--- config.mk ---
export PLATFORM = sky130hd
export DESIGN_NAME = balu_core
export DESIGN_NICKNAME = d
export VERILOG_FILES = /design/src/core/balu_pkg.sv /design/src/core/balu_core.sv
export SDC_FILE = /design/constraint.sdc
export NUM_CORES = 2
export LEC_CHECK = 0
export BUFFER_PORTS_ARGS = -buffer_cell sky130_fd_sc_hd__buf_4
export CELL_PAD_IN_SITES_DETAIL_PLACEMENT = 1
export CELL_PAD_IN_SITES_GLOBAL_PLACEMENT = 1
export CORE_UTILIZATION = 45
export CTS_CLUSTER_SIZE = 24
export DETAILED_ROUTE_END_ITERATION = 8
export PLACE_DENSITY_LB_ADDON = 0.1
export RECOVER_POWER = 100
export REMOVE_ABC_BUFFERS = 1
export SLEW_MARGIN = 20
export SYNTH_ARGS = -nofsm -noshare
export SYNTH_HDL_FRONTEND = slang
export SYNTH_SLANG_ARGS = --single-unit
--- constraint.sdc ---
create_clock -name sys_clk -period 22.3 [get_ports sys_clk]
set_clock_uncertainty 0.2 [all_clocks]
set_input_delay 4.46 -clock sys_clk [delete_from_list [all_inputs] [get_ports sys_clk]]
set_output_delay 4.46 -clock sys_clk [all_outputs]
set_load 0.05 [all_outputs]
--- src/core/balu_pkg.sv ---
// package: register map, field layout, opcodes and reset values for the byte alu
package balu_pkg;
  // ************************************************************
  // register map (byte addresses)
  // ************************************************************
  localparam logic [11:0] BALU_ACC_OFS = 12'h000;
  localparam logic [11:0] BALU_STATUS_OFS = 12'h004;
  localparam logic [11:0] BALU_PTR0_OFS = 12'h008;
  localparam logic [11:0] BALU_PTR1_OFS = 12'h00C;
  localparam logic [11:0] BALU_EXEC_OFS = 12'h010;
  localparam logic [11:0] BALU_FILE_BASE = 12'h200;
  localparam logic [11:0] BALU_FILE_END = 12'h3FC;
  localparam int BALU_FILE_DEPTH = 128;

  // ************************************************************
  // status register fields
  // ************************************************************
  localparam int BALU_ST_C_POS = 0;
  localparam int BALU_ST_DC_POS = 1;
  localparam int BALU_ST_Z_POS = 2;
  localparam int BALU_ST_BUSY_POS = 8;
  localparam int BALU_ST_CYC_LSB = 16;

  // ************************************************************
  // exec register fields
  // ************************************************************
  localparam int BALU_EX_OP_LSB = 0;
  localparam int BALU_EX_DEST_POS = 3;
  localparam int BALU_EX_FLOW_POS = 4;
  localparam int BALU_EX_OPND_LSB = 8;
  localparam int BALU_EX_PSEL_POS = 14;

  // ************************************************************
  // opcodes, indirect locations, reset values
  // ************************************************************
  localparam logic [2:0] BALU_OP_POINTER_ADD_LITERAL = 3'h0;
  localparam logic [2:0] BALU_OP_ACC_ADD_IMMEDIATE = 3'h1;
  localparam logic [2:0] BALU_OP_ACC_ADD_FILE = 3'h2;
  localparam logic [2:0] BALU_OP_ACC_ADD_FILE_WITH_CARRY = 3'h3;
  localparam logic [2:0] BALU_OP_ACC_AND_IMMEDIATE = 3'h4;
  localparam logic [2:0] BALU_OP_ACC_AND_FILE = 3'h5;
  localparam logic [2:0] BALU_OP_ARITH_SHIFT_RIGHT_FILE = 3'h6;
  localparam logic [2:0] BALU_OP_IDLE_CYCLE = 3'h7;
  localparam logic [6:0] BALU_INDIRECT_LOC0 = 7'h00;
  localparam logic [6:0] BALU_INDIRECT_LOC1 = 7'h01;
  localparam logic [7:0] BALU_ACC_RST = 8'h00;
  localparam logic [15:0] BALU_PTR_RST = 16'h0000;
  localparam logic [1:0] BALU_CYC_ONE = 2'h1;

  typedef struct packed {
    logic carry;
    logic digit_carry_flag;
    logic zero;
  } balu_flags_t;

  typedef struct packed {
    logic [2:0] op;
    logic dest;
    logic flow_change;
    logic [7:0] opnd;
  } balu_instr_t;

  typedef enum logic [2:0] {
    BALU_ST_IDLE = 3'b001,
    BALU_ST_EXEC = 3'b010,
    BALU_ST_STALL = 3'b100
  } balu_state_t;
endpackage

--- src/core/balu_core.sv ---
// byte alu datapath with apb register access and instruction cycle accounting
// Function
// - pc change or true test: two cycles
// - indirect access, pointer msb set: extra cycle
// - pointer add signed literal, flags unchanged
// - pointer pair wraps modulo 16 bits
// - add immediate into accumulator, c dc z
// - destination bit: 0 accumulator, 1 file
// - add accumulator and file register, c dc z
// - add accumulator, file and carry, c dc z
// - and immediate into accumulator, zero only
// - and file register, routed, zero only
// - shift right, bit 0 into carry
// - shift keeps original sign bit
module balu_core (
  input wire logic sys_clk,
  input wire logic reset,
  input wire logic [11:0] paddr,
  input wire logic psel,
  input wire logic penable,
  input wire logic pwrite,
  input wire logic [31:0] pwdata,
  output logic [31:0] prdata,
  output logic pready,
  output logic pslverr,
  output logic busy
);
  import balu_pkg::*;

  // ************************************************************
  // state
  // ************************************************************
  balu_state_t state_q;
  balu_instr_t ins_q;
  balu_flags_t flags_q;
  logic [7:0] acc_q;
  logic [15:0] ptr0_q;
  logic [15:0] ptr1_q;
  logic [7:0] file_mem [BALU_FILE_DEPTH];
  logic [1:0] stall_q;
  logic [1:0] cyc_q;
  logic [31:0] prdata_q;
  logic pready_q;
  logic pslverr_q;
  logic busy_q;

  // ************************************************************
  // apb decode
  // ************************************************************
  logic apb_done;
  logic apb_wr;
  logic in_file;
  logic mapped;
  logic [6:0] file_idx;
  assign apb_done = psel & penable & pready_q;
  assign in_file = (paddr >= BALU_FILE_BASE) && (paddr <= BALU_FILE_END) && (paddr[1:0] == 2'h0);
  assign file_idx = paddr[8:2];
  assign mapped = in_file || paddr == BALU_ACC_OFS || paddr == BALU_STATUS_OFS ||
                  paddr == BALU_PTR0_OFS || paddr == BALU_PTR1_OFS || paddr == BALU_EXEC_OFS;
  // writes while busy are refused so software never races the datapath
  assign apb_wr = apb_done & pwrite & mapped & ~busy_q;

  // ************************************************************
  // operand fetch and alu
  // ************************************************************
  logic [6:0] eff_addr;
  logic ind_hit;
  logic [7:0] opnd;
  logic [7:0] result;
  logic res_c;
  logic res_dc;
  logic to_file;
  logic [8:0] sum9;
  logic [4:0] sum5;
  logic cin;
  logic [15:0] ptr_sel;
  logic [15:0] ptr_next;
  logic [1:0] extra;
  logic is_imm;

  always_comb begin
    ptr_sel = ins_q.opnd[6] ? ptr1_q : ptr0_q;
    is_imm = ins_q.op == BALU_OP_ACC_ADD_IMMEDIATE || ins_q.op == BALU_OP_ACC_AND_IMMEDIATE ||
             ins_q.op == BALU_OP_POINTER_ADD_LITERAL || ins_q.op == BALU_OP_IDLE_CYCLE;
    ind_hit = 1'b0;
    eff_addr = ins_q.opnd[6:0];
    if (!is_imm && ins_q.opnd[6:0] == BALU_INDIRECT_LOC0) begin
      eff_addr = ptr0_q[6:0];
      ind_hit = ptr0_q[15];
    end else if (!is_imm && ins_q.opnd[6:0] == BALU_INDIRECT_LOC1) begin
      eff_addr = ptr1_q[6:0];
      ind_hit = ptr1_q[15];
    end
    opnd = is_imm ? ins_q.opnd : file_mem[eff_addr];
    cin = (ins_q.op == BALU_OP_ACC_ADD_FILE_WITH_CARRY) ? flags_q.carry : 1'b0;
    sum9 = {1'b0, acc_q} + {1'b0, opnd} + {8'h00, cin};
    sum5 = {1'b0, acc_q[3:0]} + {1'b0, opnd[3:0]} + {4'h0, cin};
    ptr_next = ptr_sel + {{10{ins_q.opnd[5]}}, ins_q.opnd[5:0]};
    result = sum9[7:0];
    res_c = sum9[8];
    res_dc = sum5[4];
    unique case (ins_q.op)
      BALU_OP_ACC_AND_IMMEDIATE, BALU_OP_ACC_AND_FILE: begin
        result = acc_q & opnd;
        res_c = flags_q.carry;
        res_dc = flags_q.digit_carry_flag;
      end
      BALU_OP_ARITH_SHIFT_RIGHT_FILE: begin
        result = {opnd[7], opnd[7:1]};
        res_c = opnd[0];
        res_dc = flags_q.digit_carry_flag;
      end
      default: begin
      end
    endcase
    to_file = ins_q.dest && (ins_q.op == BALU_OP_ACC_ADD_FILE ||
              ins_q.op == BALU_OP_ACC_ADD_FILE_WITH_CARRY || ins_q.op == BALU_OP_ACC_AND_FILE ||
              ins_q.op == BALU_OP_ARITH_SHIFT_RIGHT_FILE);
    extra = {1'b0, ins_q.flow_change} + {1'b0, ind_hit};
  end

  logic exec;
  logic alu_op;
  assign exec = state_q == BALU_ST_EXEC;
  assign alu_op = ins_q.op != BALU_OP_POINTER_ADD_LITERAL && ins_q.op != BALU_OP_IDLE_CYCLE;

  // ************************************************************
  // sequencer
  // ************************************************************
  always_ff @(posedge sys_clk) begin
    if (reset) begin
      state_q <= BALU_ST_IDLE;
      stall_q <= 2'h0;
      cyc_q <= BALU_CYC_ONE;
    end else begin
      unique case (state_q)
        BALU_ST_IDLE: begin
          if (apb_wr && paddr == BALU_EXEC_OFS) begin
            state_q <= BALU_ST_EXEC;
          end
        end
        BALU_ST_EXEC: begin
          // the trailing cycles only occupy time, like an idle_cycle
          stall_q <= extra;
          cyc_q <= BALU_CYC_ONE + extra;
          state_q <= (extra != 2'h0) ? BALU_ST_STALL : BALU_ST_IDLE;
        end
        BALU_ST_STALL: begin
          stall_q <= stall_q - 2'h1;
          if (stall_q == 2'h1) begin
            state_q <= BALU_ST_IDLE;
          end
        end
        default: begin
          state_q <= BALU_ST_IDLE;
        end
      endcase
    end
  end

  always_ff @(posedge sys_clk) begin
    if (reset) begin
      busy_q <= 1'b0;
    end else begin
      busy_q <= (state_q == BALU_ST_IDLE) ? (apb_wr && paddr == BALU_EXEC_OFS)
                : !(state_q == BALU_ST_STALL && stall_q == 2'h1) && !(exec && extra == 2'h0);
    end
  end

  always_ff @(posedge sys_clk) begin
    if (reset) begin
      ins_q <= '0;
    end else if (apb_wr && paddr == BALU_EXEC_OFS) begin
      ins_q.op <= pwdata[BALU_EX_OP_LSB +: 3];
      ins_q.dest <= pwdata[BALU_EX_DEST_POS];
      ins_q.flow_change <= pwdata[BALU_EX_FLOW_POS];
      ins_q.opnd <= pwdata[BALU_EX_OPND_LSB +: 8];
    end
  end

  // ************************************************************
  // architectural registers
  // ************************************************************
  always_ff @(posedge sys_clk) begin
    if (reset) begin
      acc_q <= BALU_ACC_RST;
    end else if (exec && alu_op && !to_file) begin
      acc_q <= result;
    end else if (apb_wr && paddr == BALU_ACC_OFS) begin
      acc_q <= pwdata[7:0];
    end
  end

  always_ff @(posedge sys_clk) begin
    if (reset) begin
      flags_q <= '0;
    end else if (exec && alu_op) begin
      flags_q.carry <= res_c;
      flags_q.digit_carry_flag <= res_dc;
      flags_q.zero <= result == 8'h00;
    end else if (apb_wr && paddr == BALU_STATUS_OFS) begin
      flags_q.carry <= pwdata[BALU_ST_C_POS];
      flags_q.digit_carry_flag <= pwdata[BALU_ST_DC_POS];
      flags_q.zero <= pwdata[BALU_ST_Z_POS];
    end
  end

  always_ff @(posedge sys_clk) begin
    if (reset) begin
      ptr0_q <= BALU_PTR_RST;
      ptr1_q <= BALU_PTR_RST;
    end else if (exec && ins_q.op == BALU_OP_POINTER_ADD_LITERAL) begin
      if (ins_q.opnd[6]) begin
        ptr1_q <= ptr_next;
      end else begin
        ptr0_q <= ptr_next;
      end
    end else if (apb_wr && paddr == BALU_PTR0_OFS) begin
      ptr0_q <= pwdata[15:0];
    end else if (apb_wr && paddr == BALU_PTR1_OFS) begin
      ptr1_q <= pwdata[15:0];
    end
  end

  // file storage holds data only, so it is left without reset
  always_ff @(posedge sys_clk) begin
    if (exec && to_file) begin
      file_mem[eff_addr] <= result;
    end else if (apb_wr && in_file) begin
      file_mem[file_idx] <= pwdata[7:0];
    end
  end

  // ************************************************************
  // apb answer: one wait state in every access
  // ************************************************************
  always_ff @(posedge sys_clk) begin
    if (reset) begin
      pready_q <= 1'b0;
      pslverr_q <= 1'b0;
      prdata_q <= 32'h0000_0000;
    end else begin
      pready_q <= psel & penable & ~pready_q;
      pslverr_q <= psel & penable & ~pready_q & (~mapped | (pwrite & busy_q));
      prdata_q <= 32'h0000_0000;
      if (psel && penable && !pready_q && !pwrite) begin
        if (in_file) begin
          prdata_q <= {24'h000000, file_mem[file_idx]};
        end else if (paddr == BALU_ACC_OFS) begin
          prdata_q <= {24'h000000, acc_q};
        end else if (paddr == BALU_STATUS_OFS) begin
          prdata_q <= {14'h0000, cyc_q, 7'h00, busy_q, 5'h00, flags_q.zero,
                       flags_q.digit_carry_flag, flags_q.carry};
        end else if (paddr == BALU_PTR0_OFS) begin
          prdata_q <= {16'h0000, ptr0_q};
        end else if (paddr == BALU_PTR1_OFS) begin
          prdata_q <= {16'h0000, ptr1_q};
        end
      end
    end
  end

  assign prdata = prdata_q;
  assign pready = pready_q;
  assign pslverr = pslverr_q;
  assign busy = busy_q;
endmodule

==> flow_summary_export.csv <==
group,metric,value,unit
placement,dp_cells,5646,
setup_path,r2r_cells,24,
cts,ctsLongestPathBuffers,3,
layout,areaGrowthSynthToFinish,10.6,%
layout,final_nets,4235,
min_path,hold_class,"reg2reg",
synth,yosys_warnings,0,
sta,slew_headroom,-305,%
layout,layout_common_cells,"1024 x edfxtp_1, 842 x nand2_1, 353 x mux4_2",
pwr,leakagePower,19.6,nW
setup_path,crit_end,"file_mem[6][3]",
layout,fin_util,50.3,%
sta,setup_slack,6.20,ns
cts,numCtsBuffers,120,
global_route,antenna_found_initial,17,
cts,htreeDepth,3,
pwr,vdd_drop_max,76.3,uV
setup_path,end_kind,"flop",
layout,drive_gt1_share,16.7,%
route,viasPerCell,6.55,
global_route,grt_usage,33.1,%
sta,min_period,16.10,ns
layout,final_common_cell,"edfxtp_1",
layout,ff_latch_area,0.0324,mm^2
setup_path,path_class,"reg2reg",
layout,final_cells,5873,
cts,path_clk_slew,0.06,ns
status,outcome,"finished with violations",
cts,cts_tree,"done",
sta,grt_setup_unrepaired,"false",
sta,worst_pin_slew,6.07,ns
setup_path,crit_required,22.49,ns
setup_path,r2r_end,"file_mem[6][3]",
floorplanning,pin_count,84,
cts,cts.sinks,1108,
floorplanning,start_util,45.5,%
synth,synth_cells,4155,
sta,hold_viol_final,0,
setup_path,cp.arrival,16.29,ns
placement,post-place-ws,12.03,ns
synth,synth-seq-cells,1108,
global_route,grt_first_pass_wirelength,288,mm
route,ant_nets,0,
synth,ys_seq_area_share,59.3,%
cts,clock_latency,0.76,ns
pwr,p_per_area,72.2,mW/mm^2
synth,async_flop_share,0,%
synth,synth_ff_type,"edfxtp_1",
sta,max_freq,62.1,MHz
setup_path,critPathLaunchType,"flop",
global_route,grt_pass1_vias,38800,
route,vias,38500,
floorplanning,coreArea,0.120,mm^2
sta,fin_setup_tns,0,ns
setup_path,crit_fanout,80,
synth,synth_edf_count,1024,
floorplanning,die_height,351,um
sta,setup_violations,0,
synth,avgSynthCellArea,13.2,um^2
cts,post-cts-setup-buffers,0,
route,finalWirelength,203,mm
route,drt_first_iter_violations,4109,
placement,place_congestion,0.913,
synth,synthesis.area,0.0547,mm^2
job,cap_violations,12,
synth,yosysUniqueCellTypes,87,
status,violations,"max-capacitance violations, max-slew violations",
cts,root_buffer,"clkbuf_16",
cts,ctsHoldBuffers,0,
sta,fin_crit_sh,72.2,%
floorplanning,die_x,351,um
global_route,grt_max_degree,106,
cts,post_cts_resized,0,
setup_path,r2r_slack,6.20,ns
setup_path,rr_startpoint,"ins_q[11]",
sta,finalMaxSlewViolations,578,
route,drc_errors,0,
global_route,overflow,0,
placement,port_buffers,53,
layout,fill_cells,12100,
floorplanning,rows,127,
floorplanning,dieArea,0.123,mm^2
route,wl_per_cell,34.5,um
layout,multi_input_area,0.0209,mm^2
setup_path,critical_path.startpoint,"ins_q[11]",
route,dr.pass1.iters,5,
placement,dp_hpwl,132,mm
## cell families after synthesis
logic type | after synthesis | share of synthesized area [%]
and+or+nand+nor | 1647 | 13.0
adders and majority gates | 30 | 0.728
xor gates and xnor gates | 14 | 0.224
other | 1 | 0.00686
buffers and inverters | 354 | 2.99
DFF | 1108 | 59.3
muxes | 525 | 17.7
AOI/OAI and AO/OA | 476 | 6.02
## cells in the mapped netlist (25+ instances only)
library cell     n  area share, %
a31oi_1         48           0.55
o21ai_0         58           0.53
nor2_1         293            2.0
ha_1            27           0.62
buf_1           42           0.29
nand3_1        304            2.8
clkbuf_1       168            1.2
a21oi_1        118            1.1
edfxtp_1      1024             56
a32oi_1         47           0.75
buf_2           57           0.52
nor3_1          26           0.24
inv_1           35           0.24
a211oi_1        45           0.62
and3_1          27           0.31
buf_4           43           0.59
dfxtp_1         84            3.1
nand2_1        844            5.8
mux2i_1        154            2.8
a311oi_1        25           0.40
mux4_2         353             15
nand4_1         53           0.61
## where the power goes
group          switching, mW  internal (mW)  leakage [nW]
logic                 0.0937         0.0641          7.60
clock network          0.868           1.10          1.87
registers            0.00130           2.24          10.2
total                  0.963           3.40          19.6
## final cells by class
type                       count  share of cell area (%)
inverter                      36                   0.223
tap                         1612                    3.33
sequential                  1108                    53.6
timing repair buffer         184                    2.03
antenna                        1                 0.00414
clock inverter                80                    1.02
multi-input combinational   2706                    34.5
clock buffer                 146                    5.27
## registers in the layout (all words and copies together), names as in the netlist, 3 cells and up
| name | count |
|---|---|
| ins_q | 13 |
| ptr0_q | 16 |
| file_mem | 1024 |
| prdata | 18 |
| flags_q | 3 |
| ptr1_q | 16 |
| state_q | 3 |
| acc_q | 8 |
## per-stage QoR
step | area (um^2) | total power, mW | hold slack (ns)
floorplan | 53200 | 2.35 | 0.209
global placement | 56900 | 2.44 | 0.220
detailed placement | 57000 | 2.44 | 0.226
CTS | 60800 | 4.38 | 0.234
global route | 60500 | 4.45 | 0.255
finish | 60500 | 4.37 | 0.232
## worst min-delay path by stage
stage / startpoint / end / slack [ns] / depth (start not counted)
finish: cyc_q[1] / prdata[17] / 0.23 / 2
global route: cyc_q[0] / prdata[16] / 0.26 / 2
CTS: cyc_q[1] / prdata[17] / 0.23 / 2
detailed placement: cyc_q[1] / prdata[17] / 0.23 / 2
global placement: cyc_q[1] / prdata[17] / 0.22 / 2
floorplan: cyc_q[1] / prdata[17] / 0.21 / 2
## metal layers
| layer | part of all wire [%] | vias to the layer above | global-route usage, % |
|---|---|---|---|
| li1 | - | 16000 | - |
| met1 | 40 | 20300 | 44.6 |
| met2 | 46 | 1752 | 51.7 |
| met3 | 9.1 | 380 | 7.17 |
| met4 | 4.8 | 18 | 14.5 |
| met5 | 0.060 | - | 0 |
## critical path, cell delays in order (launching register included)
cell,delay (ns)
dfxtp_1,0.67
a21boi_0,0.48
o2111ai_1,0.31
o21ai_4,0.11
clkbuf_1,1.72
clkbuf_1,2.30
clkbuf_1,2.14
clkbuf_1,1.90
nand3_1,0.24
nand3_1,0.22
nand3_1,0.21
a31oi_1,0.67
a211o_1,0.29
o31ai_1,0.21
mux2i_1,0.30
fa_1,0.24
nor2b_1,0.05
o21ai_0,0.23
a21boi_0,0.16
nor2_1,0.13
a22oi_1,0.08
o21ai_0,0.24
nor2_1,0.08
nor2_1,1.44
buf_4,0.91
No activity file was read; power rests on OpenSTA's default activity.
